===== src/common/seb_pkg.sv =====
// seb_pkg: shared constants and carrier types for the shared enable latch bank
package seb_pkg;

   // ************************************************************
   // widths
   // ************************************************************
   localparam int ENABLE_W = 2;               // shared enable bus width
   localparam int ADDR_W   = 8;               // axi4-lite address width
   localparam int DATA_W   = 32;              // axi4-lite data width
   localparam int STRB_W   = DATA_W / 8;
   localparam int INT_W    = 5;               // interrupt event count

   // ************************************************************
   // register map (byte addresses)
   // ************************************************************
   localparam logic [ADDR_W-1:0] CTRL_ADDR       = 8'h00;
   localparam logic [ADDR_W-1:0] LATCH_STAT_ADDR = 8'h04;
   localparam logic [ADDR_W-1:0] INT_STAT_ADDR   = 8'h08;
   localparam logic [ADDR_W-1:0] INT_MASK_ADDR   = 8'h0C;

   // ctrl fields
   localparam int CTRL_LATCH_CLR_BIT = 0;     // software latch clear, level

   // latch status fields
   localparam int STAT_DRIVER_LSB   = 0;      // two bits: primary, secondary
   localparam int STAT_SELFTEST_LSB = 2;      // two bits: tx, rx (low = test)
   localparam int STAT_RXPOWER_BIT  = 4;
   localparam int STAT_FAULT_BIT    = 5;      // high while link fault
   localparam int STAT_COND_LSB     = 6;      // three raw receive conditions

   // interrupt event bits
   localparam int EV_DRIVER_CAP   = 0;
   localparam int EV_SELFTEST_CAP = 1;
   localparam int EV_RXPOWER_CAP  = 2;
   localparam int EV_FAULT_RISE   = 3;
   localparam int EV_FAULT_FALL   = 4;

   // ************************************************************
   // reset values
   // ************************************************************
   localparam logic [ENABLE_W-1:0] DRIVER_RST   = 2'h0;  // both drivers off
   localparam logic [ENABLE_W-1:0] SELFTEST_RST = 2'h3;  // self-test off
   localparam logic [0:0]          RXPOWER_RST  = 1'h0;  // receiver off
   localparam logic [DATA_W-1:0]   CTRL_RST     = 32'h0000_0000;
   localparam logic [INT_W-1:0]    INT_MASK_RST = 5'h00;

   // axi responses
   localparam logic [1:0] RESP_OKAY   = 2'h0;
   localparam logic [1:0] RESP_SLVERR = 2'h2;

   // ************************************************************
   // carrier types
   // ************************************************************
   typedef struct packed {
      logic driverEnableLatchStrobe;
      logic selftestLatchStrobe;
      logic rxPowerLatchStrobe;
   } seb_strobes_t;

   typedef struct packed {
      logic freqOutOfRange;
      logic amplitudeLow;
      logic densityLow;
   } seb_rx_cond_t;

endpackage


===== src/seb_latch_bank.sv =====
// seb_latch_bank: shared enable latch bank with link fault and axi4-lite access
//
// Overview of operation
// RL1: driver strobe high: driver enables follow the shared enable bus.
// RL2: driver strobe falls: bus value held as driver enables until reopened.
// RL3: device reset sampled low clears driver latch, both drivers off.
// RL4: self-test strobe high: bus sets self-test enables, low bit means test.
// RL5: self-test strobe falls: last bus value held in self-test latch.
// RL6: reset while self-test latch closed disables self-test on tx and rx.
// RL7: rx power strobe high: bus bit 0 drives receiver power, high on.
// RL8: rx power strobe falls: last bus bit 0 held as receiver power.
// RL9: reset while rx power latch closed disables the receive channel.
// RL10: one bus feeds all latches; each follows only under its own strobe.
// RL11: active-low link fault asserts on any of three receive conditions or receiver off.
// RL12: device reset active low, sampled on the clock, clears the driver latch, and the other two latches only while closed.
// RL13: bit-to-channel mapping of drivers and self-test enables is a parameter.
//
// Design decisions made here: the AXI4-Lite slave port and the address map.
module seb_latch_bank
   import seb_pkg::*;
#(
   parameter bit DRIVER_SWAP   = 1'b0,  // 1: bus bit 1 to primary driver
   parameter bit SELFTEST_SWAP = 1'b0   // 1: bus bit 1 to tx self-test
) (
   input  wire logic                          mclk,
   input  wire logic                          reset_n,
   input  wire logic                          ce,
   // latch pins
   input  wire seb_pkg::seb_strobes_t         strobes,
   input  wire logic [seb_pkg::ENABLE_W-1:0]  sharedEnableBus,
   input  wire logic                          deviceReset_n,
   input  wire seb_pkg::seb_rx_cond_t         rxCond,
   output logic      [seb_pkg::ENABLE_W-1:0]  serialOutDriverEn,
   output logic      [seb_pkg::ENABLE_W-1:0]  selftestEn_n,
   output logic                               rxPowerEn,
   output logic                               linkFault_n,
   output logic                               irq,
   // axi4-lite slave
   input  wire logic [seb_pkg::ADDR_W-1:0]    awaddr,
   input  wire logic                          awvalid,
   output logic                               awready,
   input  wire logic [seb_pkg::DATA_W-1:0]    wdata,
   input  wire logic [seb_pkg::STRB_W-1:0]    wstrb,
   input  wire logic                          wvalid,
   output logic                               wready,
   output logic      [1:0]                    bresp,
   output logic                               bvalid,
   input  wire logic                          bready,
   input  wire logic [seb_pkg::ADDR_W-1:0]    araddr,
   input  wire logic                          arvalid,
   output logic                               arready,
   output logic      [seb_pkg::DATA_W-1:0]    rdata,
   output logic      [1:0]                    rresp,
   output logic                               rvalid,
   input  wire logic                          rready
);

   import seb_pkg::*;

   // ************************************************************
   // declarations
   // ************************************************************
   logic [ENABLE_W-1:0] driverBus;
   logic [ENABLE_W-1:0] selftestBus;
   logic                latchClrReq;
   logic                driverCap;
   logic                selftestCap;
   logic                rxPowerCap;
   logic                faultNow;
   logic [INT_W-1:0]    events;
   logic [INT_W-1:0]    intClear;
   logic [INT_W-1:0]    intStat_r;
   logic [INT_W-1:0]    intStat_nxt;
   logic [INT_W-1:0]    intMask_r;
   logic [DATA_W-1:0]   ctrl_r;
   logic [ADDR_W-1:0]   wrAddr_r;
   logic [DATA_W-1:0]   wrData_r;
   logic [STRB_W-1:0]   wrStrb_r;
   logic                wrFire;
   logic                wrHit;
   logic [DATA_W-1:0]   rdValue;
   logic                rdHit;
   logic [DATA_W-1:0]   latchStat;

   // ************************************************************
   // bit mapping and latch clear
   // ************************************************************
   // channel mapping applied before the latches so outputs stay flops
   assign driverBus   = DRIVER_SWAP ? {sharedEnableBus[0], sharedEnableBus[1]}
                                    : sharedEnableBus;  // RL13
   assign selftestBus = SELFTEST_SWAP ? {sharedEnableBus[0], sharedEnableBus[1]}
                                      : sharedEnableBus;  // RL13

   // device reset pin sampled on the clock, or the software clear
   assign latchClrReq = ~deviceReset_n | ctrl_r[CTRL_LATCH_CLR_BIT];  // RL12

   // ************************************************************
   // the three latches, each opened only by its own strobe
   // ************************************************************
   // serial driver enables, cleared regardless of strobe
   seb_latch_cell #(
      .WIDTH           (ENABLE_W),
      .RST_VAL         (DRIVER_RST),
      .CLR_ONLY_CLOSED (1'b0)
   ) uDriver (
      .mclk     (mclk),
      .reset_n  (reset_n),
      .ce       (ce),
      .strobe   (strobes.driverEnableLatchStrobe),  // RL10
      .busIn    (driverBus),                        // RL1
      .clrReq   (latchClrReq),                      // RL3
      .latchOut (serialOutDriverEn),                // RL2
      .captured (driverCap)
   );

   // self-test enables, active low, cleared only while closed
   seb_latch_cell #(
      .WIDTH           (ENABLE_W),
      .RST_VAL         (SELFTEST_RST),
      .CLR_ONLY_CLOSED (1'b1)
   ) uSelftest (
      .mclk     (mclk),
      .reset_n  (reset_n),
      .ce       (ce),
      .strobe   (strobes.selftestLatchStrobe),      // RL10
      .busIn    (selftestBus),                      // RL4
      .clrReq   (latchClrReq),                      // RL6
      .latchOut (selftestEn_n),                     // RL5
      .captured (selftestCap)
   );

   // receive power enable from bus bit 0, cleared only while closed
   seb_latch_cell #(
      .WIDTH           (1),
      .RST_VAL         (RXPOWER_RST),
      .CLR_ONLY_CLOSED (1'b1)
   ) uRxPower (
      .mclk     (mclk),
      .reset_n  (reset_n),
      .ce       (ce),
      .strobe   (strobes.rxPowerLatchStrobe),       // RL10
      .busIn    (sharedEnableBus[0]),               // RL7
      .clrReq   (latchClrReq),                      // RL9
      .latchOut (rxPowerEn),                        // RL8
      .captured (rxPowerCap)
   );

   // ************************************************************
   // link fault
   // ************************************************************
   // any receive condition, or the receiver powered down
   assign faultNow = rxCond.freqOutOfRange | rxCond.amplitudeLow
                   | rxCond.densityLow | ~rxPowerEn;  // RL11

   // active-low fault output
   always_ff @(posedge mclk or negedge reset_n) begin
      if (!reset_n) begin
         linkFault_n <= 1'b0;           // receiver is off after reset
      end else if (ce) begin
         linkFault_n <= ~faultNow;      // RL11
      end
   end

   // ************************************************************
   // interrupts
   // ************************************************************
   // events: three captures and both fault edges
   assign events[EV_DRIVER_CAP]   = driverCap;
   assign events[EV_SELFTEST_CAP] = selftestCap;
   assign events[EV_RXPOWER_CAP]  = rxPowerCap;
   assign events[EV_FAULT_RISE]   = faultNow & linkFault_n;
   assign events[EV_FAULT_FALL]   = ~faultNow & ~linkFault_n;

   // write-one-to-clear, a new event wins over its clear
   assign intClear    = (wrFire && wrAddr_r == INT_STAT_ADDR && wrStrb_r[0])
                        ? wrData_r[INT_W-1:0] : '0;
   assign intStat_nxt = (intStat_r & ~intClear) | events;

   // sticky status and level interrupt
   always_ff @(posedge mclk or negedge reset_n) begin
      if (!reset_n) begin
         intStat_r <= '0;
         irq       <= 1'b0;
      end else if (ce) begin
         intStat_r <= intStat_nxt;
         irq       <= |(intStat_nxt & intMask_r);
      end
   end

   // ************************************************************
   // axi4-lite write channel
   // ************************************************************
   // write performed once address and data are both held
   assign wrFire = ~awready & ~wready & ~bvalid;

   // address decode for writes
   always_comb begin
      if (wrAddr_r == CTRL_ADDR) begin
         wrHit = 1'b1;
      end else if (wrAddr_r == LATCH_STAT_ADDR) begin
         wrHit = 1'b1;                  // read-only, write ignored
      end else if (wrAddr_r == INT_STAT_ADDR) begin
         wrHit = 1'b1;
      end else if (wrAddr_r == INT_MASK_ADDR) begin
         wrHit = 1'b1;
      end else begin
         wrHit = 1'b0;
      end
   end

   // address, data and response handshakes
   always_ff @(posedge mclk or negedge reset_n) begin
      if (!reset_n) begin
         awready  <= 1'b1;
         wready   <= 1'b1;
         bvalid   <= 1'b0;
         bresp    <= RESP_OKAY;
         wrAddr_r <= '0;
         wrData_r <= '0;
         wrStrb_r <= '0;
      end else if (ce) begin
         if (awvalid && awready) begin
            wrAddr_r <= awaddr;
            awready  <= 1'b0;
         end
         if (wvalid && wready) begin
            wrData_r <= wdata;
            wrStrb_r <= wstrb;
            wready   <= 1'b0;
         end
         if (wrFire) begin
            bvalid <= 1'b1;
            bresp  <= wrHit ? RESP_OKAY : RESP_SLVERR;
         end
         if (bvalid && bready) begin
            bvalid  <= 1'b0;
            awready <= 1'b1;
            wready  <= 1'b1;
         end
      end
   end

   // control and mask registers, low byte lane only
   always_ff @(posedge mclk or negedge reset_n) begin
      if (!reset_n) begin
         ctrl_r    <= CTRL_RST;
         intMask_r <= INT_MASK_RST;
      end else if (ce && wrFire && wrStrb_r[0]) begin
         if (wrAddr_r == CTRL_ADDR) begin
            ctrl_r <= {{(DATA_W-1){1'b0}}, wrData_r[CTRL_LATCH_CLR_BIT]};
         end else if (wrAddr_r == INT_MASK_ADDR) begin
            intMask_r <= wrData_r[INT_W-1:0];
         end
      end
   end

   // ************************************************************
   // axi4-lite read channel
   // ************************************************************
   // live latch and receive state
   always_comb begin
      latchStat = '0;
      latchStat[STAT_DRIVER_LSB +: ENABLE_W]   = serialOutDriverEn;
      latchStat[STAT_SELFTEST_LSB +: ENABLE_W] = selftestEn_n;
      latchStat[STAT_RXPOWER_BIT]              = rxPowerEn;
      latchStat[STAT_FAULT_BIT]                = ~linkFault_n;
      latchStat[STAT_COND_LSB +: 3]            = rxCond;
   end

   // read decode, unmapped reads zero with an error
   always_comb begin
      rdHit   = 1'b1;
      rdValue = '0;
      if (araddr == CTRL_ADDR) begin
         rdValue = ctrl_r;
      end else if (araddr == LATCH_STAT_ADDR) begin
         rdValue = latchStat;
      end else if (araddr == INT_STAT_ADDR) begin
         rdValue[INT_W-1:0] = intStat_r;
      end else if (araddr == INT_MASK_ADDR) begin
         rdValue[INT_W-1:0] = intMask_r;
      end else begin
         rdHit = 1'b0;
      end
   end

   // read address and data handshakes
   always_ff @(posedge mclk or negedge reset_n) begin
      if (!reset_n) begin
         arready <= 1'b1;
         rvalid  <= 1'b0;
         rdata   <= '0;
         rresp   <= RESP_OKAY;
      end else if (ce) begin
         if (arvalid && arready) begin
            arready <= 1'b0;
            rvalid  <= 1'b1;
            rdata   <= rdValue;
            rresp   <= rdHit ? RESP_OKAY : RESP_SLVERR;
         end else if (rvalid && rready) begin
            rvalid  <= 1'b0;
            arready <= 1'b1;
         end
      end
   end

endmodule


===== src/seb_latch_cell.sv =====
// seb_latch_cell: one clocked enable latch, transparent while its strobe is high
module seb_latch_cell #(
   parameter int               WIDTH           = 2,
   parameter logic [WIDTH-1:0] RST_VAL         = '0,
   parameter bit               CLR_ONLY_CLOSED = 1'b0
) (
   input  wire logic             mclk,
   input  wire logic             reset_n,
   input  wire logic             ce,
   input  wire logic             strobe,
   input  wire logic [WIDTH-1:0] busIn,
   input  wire logic             clrReq,
   output logic      [WIDTH-1:0] latchOut,
   output logic                  captured
);

   logic strobePrev_r;
   logic clrOk;

   // clear allowed always, or only while closed for the guarded latches
   assign clrOk = clrReq & (~CLR_ONLY_CLOSED | ~strobe);

   // latch body: clear, follow while open, hold while closed
   always_ff @(posedge mclk or negedge reset_n) begin
      if (!reset_n) begin
         latchOut <= RST_VAL;
      end else if (ce) begin
         if (clrOk) begin
            latchOut <= RST_VAL;
         end else if (strobe) begin
            latchOut <= busIn;          // last value before the fall is kept
         end
      end
   end

   // falling edge of the strobe marks a capture
   always_ff @(posedge mclk or negedge reset_n) begin
      if (!reset_n) begin
         strobePrev_r <= 1'b0;
         captured     <= 1'b0;
      end else if (ce) begin
         strobePrev_r <= strobe;
         captured     <= strobePrev_r & ~strobe;
      end
   end

endmodule


===== config.mk =====
export PLATFORM = sky130hd
export DESIGN_NAME = seb_latch_bank
export DESIGN_NICKNAME = d
export VERILOG_FILES = /design/src/common/seb_pkg.sv /design/src/seb_latch_bank.sv /design/src/seb_latch_cell.sv
export SDC_FILE = /design/constraint.sdc
export NUM_CORES = 1
export LEC_CHECK = 0
export BUFFER_PORTS_ARGS = -buffer_cell sky130_fd_sc_hd__buf_2
export CAP_MARGIN = 15
export CORE_AREA = 2 2 75 77
export DETAILED_ROUTE_END_ITERATION = 12
export DIE_AREA = 0 0 77 79
export GPL_TIMING_DRIVEN = 1
export PLACE_DENSITY = 0.83
export SLEW_MARGIN = 25
export SYNTH_ARGS = -nofsm -noshare
export SYNTH_HDL_FRONTEND = slang
export SYNTH_SLANG_ARGS = --single-unit

===== constraint.sdc =====
create_clock -name mclk -period 4.59 [get_ports mclk]
set_clock_uncertainty 0.1 [all_clocks]
set_input_delay 0.918 -clock mclk [delete_from_list [all_inputs] [get_ports mclk]]
set_output_delay 0.918 -clock mclk [all_outputs]
set_load 0.01 [all_outputs]

==> implementation parameters, run 1 <==
Parameter                              Value

Run status
  Result of the run    complete, no violations

Power and ir drop
  Total power divided by cell area    399.2 mW/mm2
  Maximum vdd ir drop    0.0002799 V
  Total leakage power    0.001457 uW

Finish
  Area grow syn2layout    14.21%
  Finished Layout Cells    360
  Layout Nets    357
  Fillers    470
  Fraction of layout instances using a drive strength above 1    0.3681
  Number of antenna repair diodes    0

GRT
  Vias in the first global route    roughly 1900
  Number of antenna violations at the first check in global routing    0
  Pin count of the biggest net entering global routing    55
  Total global routing overflow    0
  Global-route wire length before repair    8.797 mm
  All-Layer GR Usage    0.1833

Setup path
  CP Class    in -> reg
  Critical path origin    ce
  Arrival time reported for the critical path endpoint    between 2 and 3 ns
  CP required    around 4.7 ns
  Worst setup SP type    input port
  Launch instance of the worst register-to-register path    wready
  Kind of end point of the critical path    register
  Crit path max fanout    31

Clocking
  Buffer count from post-CTS setup fixing    0
  Buffer depth of the longest clock path    2
  Total number of H-tree levels    2
  Cts-stage hold buffer count    0
  Clock tree from TritonCTS    yes
  Clock Sinks    54
  Cells resized by post-CTS repair    0
  Source-to-sink clock delay at the later pin of the worst-skew pair    0.31 ns
  Clock slew seen by the registers of the worst setup and hold paths    approximately 0.09 ns
  Root buffer cell    clkbuf_8
  Number of CTS-inserted buffers    5

Detailed routing
  First-pass DRT Iterations    4
  Wirelength per Cell    14.91 um
  Total DRC errors in the routed layout    0
  DRT iter0 DRCs    110
  Ratio of routed vias to standard cells    between 5 and 6
  Total via count in the routed design    1906
  ANT nets after route    0
  Wirelength, routed    about 5.4 mm

Die
  Floorplan die width    around 77 um
  Area of the core region    0.005338 mm2
  Std-Cell Rows    27
  Area of the die    0.006083 mm2
  # IOs    about 120
  Initial Utilization    0.4866
  Height of the die    approximately 79 um

STA
  Slew @ Worst Pin    0.7760 ns
  Worst slew slack as a fraction of its limit    0.4754
  Time the worst path needs with I/O delays and setup    2.659 ns
  Post-route fraction of the period consumed by the critical path    0.5792
  Final setup violation count    0
  Fmax    376.1 MHz
  Final setup TNS    0 ns
  Final hold vios    0
  Hold WS    0.3722 ns
  Max Slew Vio Count    0
  Unrepaired setup endpoints after global routing    false

Logic synthesis
  Sequential element share of the synthesized area    0.5226
  Synth top area share    0.4721
  Top FF cell, synth    dfrtp_1
  Cell taking the most area after synthesis    dfrtp_1
  Number of flops mapped to enable cells by yosys    0
  Most common library cells after synthesis    dfrtp_1, buf_4, nand2_1
  Syn. warnings    0
  Synthesized area per cell    ~12 um2
  Most common cell in the synthesized netlist    dfrtp_1
  Number of storage elements in the synthesis netlist    54
  Cell types with the largest area share after synthesis    dfrtp_1, mux2_2, buf_4, dfstp_2, a22o_1
  Share of flip-flops with an asynchronous set or reset    1.000
  Mapped Cells    approximately 220
  Mapped cell area    roughly 0.0026 mm2
  Count of different cell masters after synthesis    40

Job
  Maximum Capacitance Violations    0

Placement
  Placer congestion estimate    about 0.76
  DP HPWL    4.033 mm
  Number of buffers added on ports    61
  Placed Instances    around 350

Min path
  Hold Startpoint    rdata[0]
  Hold Crit Class    reg -> reg
## worst max-delay path: stages
cell and delay [ns]:
buf_2 0.43, inv_2 0.18, or3_1 0.45, nor3_4 0.42, mux2_4 0.34
## report_power, final
group	switching, uW	leakage (uW)	internal [uW]
logic	119	0.000746	133
clock network	149	0.0000438	103
registers	103	0.000668	578
total	371	0.00146	813
## layer usage
layer | vias to the layer above | global-route usage | part of all wire
li1 | 890 | - | -
met1 | 937 | 0.2345 | 0.42
met2 | 73 | 0.3123 | 0.51
met3 | 6 | 0.04432 | 0.060
met4 | 0 | 0.05357 | 0.0095
met5 | - | 0 | 0
## final timing paths
path / end / slack, ns / cells past startpoint
worst max-delay path: intMask_r[1] / 1.93 / 5
worst min register to register: rdata[0] / 0.37 / 2
worst min-delay path: rdata[0] / 0.37 / 2
max in group asynchronous: wrData_r[3] / 3.32 / 2
min in group asynchronous: uDriver.strobePrev_r / 0.62 / 2
worst max register to register: intStat_r[1] / 2.54 / 4
## placed cells by master, fill, tap and decap left out, types with 5 or more instances in the layout
master,instances
nand3_1,11
a22o_1,12
a22oi_1,5
nor2_1,8
nand2_1,22
mux2_2,20
o21ai_0,12
clkbuf_8,5
mux2_4,5
conb_1,25
buf_2,61
dfstp_2,5
dfrtp_1,49
## metrics by stage
step                      total power [uW]  area (um2)    util  worst slack [ns]
after floorplan                      855.7        2688       -             2.358
after global placement               923.8        2888  0.5410             1.652
after detailed placement             943.6        2888  0.5410             1.618
after CTS                             1191        2967  0.5558             1.941
after global routing                  1251        2967  0.5558             1.810
final                                 1184        2967  0.5558             1.931
## registers in the layout, indices dropped and copies added (netlist names), 2 cells and up
signal	flops
uSelftest.latchOut	2
uDriver.latchOut	2
wrAddr_r	8
rdata	9
wrData_r	5
intMask_r	5
intStat_r	5
## layout make-up
| class | instances | area (um2) | share of cell area |
|---|---|---|---|
| Clock inverter | 2 | 10.01 | 0.003374 |
| Sequential cell | 54 | 1358 | 0.4576 |
| Multi-Input combinational cell | 160 | 1109 | 0.3737 |
| Clock buffer | 5 | 68.82 | 0.02320 |
| Timing Repair Buffer | 62 | 312.8 | 0.1054 |
| Inverter | 5 | 18.77 | 0.006326 |
| Tap cell | 72 | 90.09 | 0.03037 |
## cells by family after synthesis
| kind of cell | after synthesis | synth area share |
|---|---|---|
| buffers and inverters | 34 | 0.08526 |
| DFF | 54 | 0.5226 |
| muxes | 26 | 0.1243 |
| AOI/OAI and AO/OA | 45 | 0.1262 |
| and+or+nand+nor | 64 | 0.1402 |
| other | 1 | 0.001444 |
Power figures use the tool's default switching activity.
==> run 2: changes to the inputs <==
Settings changed: CORE_AREA 2 2 75 77 to 2 2 78 80, DIE_AREA 0 0 77 79 to 0 0 80 82, PLACE_DENSITY 0.83 to 0.78.
Clock period 4.59 ns to 2.65 ns, I/O delays scaled along.
==> run 2 against run 1 <==
  * Via count decreased by 0.37%
  * Non-clock buffer count increased by 1
  * Cell count rose by 1.4%
  * Total power up 75%
  * Clock-buffer cell count is 1 higher
  * Wire length fell by 2.9%
  * Sequential power up 72%
  * Largest power group unchanged
==> implementation parameters, run 2 (synthesized netlist as in run 1, its figures left out) <==
Parameter                              Value

Clocking
  Clock tree from TritonCTS    yes
  Buffer depth of the longest clock path    2 (unchanged)
  Total number of H-tree levels    2 (unchanged)
  Source-to-sink clock delay at the later pin of the worst-skew pair    0.31 ns (about the same)
  Cells resized by post-CTS repair    0 (unchanged)
  Buffer count from post-CTS setup fixing    0 (unchanged)
  Cts-stage hold buffer count    0 (unchanged)
  Number of CTS-inserted buffers    5 (unchanged)
  Clock slew seen by the registers of the worst setup and hold paths    0.10 ns (about the same)
  Clock Sinks    54 (unchanged)
  Root buffer cell    clkbuf_8

Finish
  Largest register FFs    9 (unchanged)
  Area grow syn2layout    15.03%
  Largest registers ranked by flip-flop count    rdata: 9 flops, wrAddr_r: 8 flops
  Number of antenna repair diodes    0 (unchanged)
  Fraction of layout instances using a drive strength above 1    0.3690 (+0.0009100)
  Post-route cell area    0.002988 mm2 (+0.72%)
  Leading cell type in the layout, fill and taps excluded    buf_2
  Most frequent cells in the layout    buf_2, dfrtp_1, conb_1
  Layout Nets    358 (+0.28%)
  Register name with the most flops    rdata

Power and ir drop
  Maximum vdd ir drop    0.0004727 V (+69%)
  Total power divided by cell area    693.3 mW/mm2 (+74%)
  Total leakage power    0.001460 uW (+0.20%)

GRT
  Vias in the first global route    1841 (-1.1%)
  Total global routing overflow    0 (unchanged)
  Number of antenna violations at the first check in global routing    0 (unchanged)
  Global-route wire length before repair    8.549 mm (-2.8%)
  All-Layer GR Usage    0.1682 (-0.01506)
  Pin count of the biggest net entering global routing    55 (unchanged)

STA
  Fmax    489.4 MHz
  Final setup violation count    0 (unchanged)
  Slew @ Worst Pin    0.7323 ns (-0.04371 ns)
  Max Slew Vio Count    0 (unchanged)
  Worst slew slack as a fraction of its limit    0.5049 (+0.02955)
  Final setup TNS    0 ns (unchanged)
  Final hold vios    0 (unchanged)
  Unrepaired setup endpoints after global routing    false
  Post-route fraction of the period consumed by the critical path    0.7711
  Time the worst path needs with I/O delays and setup    2.044 ns

Min path
  Hold Crit Class    in -> async

Setup path
  Crit path max fanout    6 (-81%)
  Register-to-register setup slack    0.61 ns (-1.93 ns)
  Arrival time reported for the critical path endpoint    2.14 ns (-0.61 ns)
  Launch instance of the worst register-to-register path    bvalid
  Critical path origin    bvalid
  CP required    2.74 ns (-1.94 ns)
  Worst setup SP type    register
  Logic depth of the worst register-to-register path    4 (unchanged)
  Kind of end point of the critical path    register
  CP Class    reg -> reg

Die
  # IOs    117 (unchanged)
  Area of the core region    0.005746 mm2 (+7.6%)
  Initial Utilization    0.4521 (-0.03455)
  Floorplan die width    80 um (+3.9%)
  Area of the die    0.006560 mm2 (+7.8%)
  Height of the die    82 um (+3.8%)
  Std-Cell Rows    28 (+3.7%)

Job
  Maximum Capacitance Violations    0 (unchanged)

Detailed routing
  Total DRC errors in the routed layout    0 (unchanged)
  Wirelength per Cell    14.29 um (-4.2%)
  Ratio of routed vias to standard cells    5.203 (-1.7%)
  Total via count in the routed design    1899 (-0.37%)
  First-pass DRT Iterations    7 (+3)
  DRT iter0 DRCs    130 (+18%)
  Wirelength, routed    5.215 mm (-2.9%)
  ANT nets after route    0 (unchanged)

Placement
  DP HPWL    3.980 mm (-1.3%)
  Number of buffers added on ports    61 (unchanged)
  Placer congestion estimate    0.7429 (-2.6%)
  Placed Area    0.002899 mm2 (+0.39%)

Run status
  Result of the run    complete, no violations
## run 2: metrics by stage
| stage | setup WS, ns | utilization | total power (uW) | hold WS, ns | cells |
|---|---|---|---|---|---|
| 5_1_grt | 0.4865 | 0.5200 | 2204 | 0.2790 | 365 |
| 3_5_place_dp | 0.5447 | 0.5046 | 1627 | 0.3616 | 357 |
| 6_report | 0.6065 | 0.5200 | 2072 | 0.2294 | 365 |
| 3_3_place_gp | 0.5602 | 0.5046 | 1603 | 0.3468 | 357 |
| 2_1_floorplan | 0.7888 | - | 1482 | 0.1344 | 248 |
| 4_1_cts | 0.6019 | 0.5200 | 2093 | 0.2471 | 365 |
## run 2: critical path, stage by stage (launching register included)
cell     delay, ns
dfrtp_1       0.47
nor4b_4       0.47
nand2_2       0.14
nor3_4        0.41
mux2_4        0.34
## run 2: final timing paths
check                                         to
worst min register to register          rdata[0]
worst min-delay path                      rvalid
max in group asynchronous           intMask_r[2]
min in group mclk               uDriver.captured
worst max-delay path                intMask_r[2]
worst max register to register      intMask_r[2]
## run 2: cell type report
cell class	count	area, um2
sequential	54	1358
multi-input combinational	160	1109
clock buffer	6	72.57
inverter	5	18.77
fill	535	2758
timing repair buffer	63	320.3
clock inverter	2	16.27
tap	75	93.84
## run 2: power by group
group          switching [uW]  internal [uW]
sequential                173           1000
combinational             204            231
clock                     273            190
total                     650           1420
## run 2: routing by layer
layer | vias up | global-route usage | wire [um]
met5 | - | 0 | 0
met4 | 0 | 0.05593 | 89
met3 | 9 | 0.04066 | 328
met2 | 71 | 0.2875 | 2611
met1 | 925 | 0.2104 | 2185
li1 | 894 | - | -
==> run 3: changes to the inputs <==
Settings changed: ABC_AREA from default to 1.
Clock period 2.65 ns to 2.01 ns, I/O delays scaled along.
==> run 3 against run 2 <==
  * Worst setup slack worse by 0.20 ns
  * Utilization up 0.96 points
  * Total power up 44%
  * Sequential share of layout area down 0.82 points
  * Register-to-register slack worse by 0.20 ns
  * Area after synthesis up 1.1%
  * Sequential cell count unchanged
  * Global-route usage up 0.89 points
  * Via count up 14%
  * Clock power up 24%
  * First-iteration DRC count up 3.1%
  * Clock-buffer cell count up 2
  * Critical path type unchanged
==> implementation parameters, run 3 <==
Parameter                              Value

Logic synthesis
  Mapped cell area    0.002625 mm2 (+1.1%)
  Most common library cells after synthesis    nand2_1, dfrtp_1, inv_1
  Top FF cell, synth    dfrtp_1
  Number of storage elements in the synthesis netlist    54 (unchanged)
  Cell types with the largest area share after synthesis    dfrtp_1, nand2_1, buf_4, dfstp_2, inv_1
  Share of flip-flops with an asynchronous set or reset    1.000 (unchanged)
  Synthesized area per cell    8.229 um2 (-29%)
  Count of different cell masters after synthesis    31 (-23%)
  Most common cell in the synthesized netlist    nand2_1
  Mapped Cells    319 (+42%)
  Syn. warnings    0 (unchanged)
  Sequential element share of the synthesized area    0.5172 (-0.005480)
  Synth top area share    0.4671 (-0.004950)
  Number of flops mapped to enable cells by yosys    0 (unchanged)
  Cell taking the most area after synthesis    dfrtp_1

Die
  Area of the core region    0.005746 mm2 (unchanged)
  Floorplan die width    80 um (unchanged)
  Height of the die    82 um (unchanged)
  Initial Utilization    0.4569 (+0.004791)
  Area of the die    0.006560 mm2 (unchanged)
  Std-Cell Rows    28 (unchanged)
  # IOs    117 (unchanged)

Setup path
  Arrival time reported for the critical path endpoint    1.71 ns (-0.43 ns)
  Logic depth of the worst register-to-register path    10 (+6)
  Crit path max fanout    5 (-1)
  Dominant delay contributor by cell family on the critical path    simple AND/OR/NAND/NOR gates
  Cells traversed along the worst timing path    nor2_1 -> nand2_1 -> nor2_1 -> nand3_1 -> nand2_1 -> nand2_1 -> nand2_1 -> nand2_1 -> nor2_1 -> a21oi_1
  Count of buffer and inverter cells on the critical path    0 (unchanged)
  Launch instance of the worst register-to-register path    wready
  Register-to-register setup slack    0.40 ns (-0.20 ns)
  CP required    2.11 ns (-0.63 ns)
  CP Class    reg -> reg
  Endpoint of the worst-slack reg-to-reg timing path    irq
  Delay contributed by the slowest stage of the critical path    0.39 ns (-0.08 ns)
  Slowest cell on crit path    dfstp_2
  Critical path origin    wready
  Kind of end point of the critical path    register
  Cell repeated most along the worst path    nand2_1
  Worst setup SP type    register
  Number of stages on the worst setup path    10 (+6)

GRT
  Global-route wire length before repair    9.059 mm (+6.0%)
  Pin count of the biggest net entering global routing    55 (unchanged)
  Total global routing overflow    0 (unchanged)
  Vias in the first global route    2097 (+14%)
  All-Layer GR Usage    0.1771 (+0.008864)
  Number of antenna violations at the first check in global routing    0 (unchanged)

Min path
  Hold Crit Class    in -> reg
  Hold Startpoint    awaddr[7]
  Worst hold path cell count    3
  Terminating pin of the worst hold path    wrAddr_r[7]

STA
  Final setup violation count    0 (unchanged)
  Fmax    622.4 MHz (+27%)
  Time the worst path needs with I/O delays and setup    1.607 ns (-0.4368 ns)
  Hold WS    0.1903 ns (-0.03911 ns)
  Post-route fraction of the period consumed by the critical path    0.7994 (+0.02822)
  Final setup TNS    0 ns (unchanged)
  Max Slew Vio Count    0 (unchanged)
  Unrepaired setup endpoints after global routing    false
  Final hold vios    0 (unchanged)

Power and ir drop
  Total leakage power    0.001626 uW (+11%)
  Maximum vdd ir drop    0.0007367 V (+56%)
  Total power divided by cell area    978.2 mW/mm2 (+41%)

Finish
  Post-route cell area    0.003043 mm2 (+1.8%)
  Largest registers ranked by flip-flop count    rdata: 9 flops, wrAddr_r: 8 flops
  Most frequent cells in the layout    nand2_1, buf_2, dfrtp_1
  Largest register FFs    9 (unchanged)
  Fillers    570 (+6.5%)
  Number of antenna repair diodes    0 (unchanged)
  Area grow syn2layout    15.92%
  Finished Core Util    0.5296 (+0.009582)
  Leading cell type in the layout, fill and taps excluded    nand2_1
  Layout Nets    455 (+27%)
  Fraction of layout instances using a drive strength above 1    0.2300 (-0.1390)
  Register name with the most flops    rdata

Job
  Maximum Capacitance Violations    0 (unchanged)

Clocking
  Cells resized by post-CTS repair    0 (unchanged)
  Root buffer cell    clkbuf_8
  Buffer count from post-CTS setup fixing    0 (unchanged)
  Total number of H-tree levels    2 (unchanged)
  Source-to-sink clock delay at the later pin of the worst-skew pair    0.30 ns (about the same)
  Clock Sinks    54 (unchanged)
  Clock slew seen by the registers of the worst setup and hold paths    0.09 ns (about the same)
  Cts-stage hold buffer count    1 (+1)
  Number of CTS-inserted buffers    5 (unchanged)
  Buffer depth of the longest clock path    2 (unchanged)
  Clock tree from TritonCTS    yes

Placement
  Number of buffers added on ports    61 (unchanged)
  Placer congestion estimate    0.8245 (+11%)
  DP HPWL    4.055 mm (+1.9%)
  Placed Area    0.002953 mm2 (+1.9%)

Detailed routing
  Wirelength, routed    5.282 mm (+1.3%)
  Ratio of routed vias to standard cells    4.697 (-9.7%)
  Total DRC errors in the routed layout    0 (unchanged)
  ANT nets after route    0 (unchanged)
  First-pass DRT Iterations    4 (-3)
  Total via count in the routed design    2170 (+14%)
  Wirelength per Cell    11.43 um (-20%)
  DRT iter0 DRCs    134 (+3.1%)

Run status
  Result of the run    complete, no violations
## run 3: worst register-to-register path, stage by stage (launching register included)
cell	delay, ns
dfstp_2	0.39
nor2_1	0.12
nand2_1	0.08
nor2_1	0.26
nand3_1	0.13
nand2_1	0.09
nand2_1	0.05
nand2_1	0.05
nand2_1	0.05
nor2_1	0.10
a21oi_1	0.07
## run 3: metrics by stage
step	setup slack (ns)	total power, uW	std cells
after floorplan	0.4943	2155	343
after detailed placement	0.2850	2432	453
final	0.4033	2976	462
after global routing	0.1863	3214	462
after global placement	0.3493	2385	453
after CTS	0.3960	3009	462
## run 3: area by class of cell
cell class	instances	area [um2]	area share
sequential	54	1358	0.4461
multi-input combinational	225	1022	0.3359
timing repair buffer	67	365.4	0.1201
inverter	33	123.9	0.04071
tap	75	93.84	0.03084
clock buffer	8	80.08	0.02632
## run 3: per-layer routing
layer	routed length [um]	up-vias	GRT usage
met2	2585	67	0.3125
met4	89	0	0.05932
met5	0	-	0
li1	-	1098	-
met1	2302	999	0.2135
met3	305	6	0.04176
## run 3: power breakdown
part	leakage (uW)	internal (uW)	switching, uW
clock	0.0000395	248	327
combinational	0.000930	311	489
sequential	0.000657	1410	192
## run 3: worst max-delay path by stage
stage | to
after floorplan | rdata[1]
after global placement | rdata[2]
after detailed placement | rdata[3]
after CTS | irq
after global routing | irq
final | irq
## run 3: logic make-up after synthesis
family	after synthesis	synth area share
AND/OR/NAND/NOR	154	0.2569
buffers and inverters	64	0.1277
flip-flops	54	0.5172
AO/OA/AOI/OAI	46	0.09676
other	1	0.001429
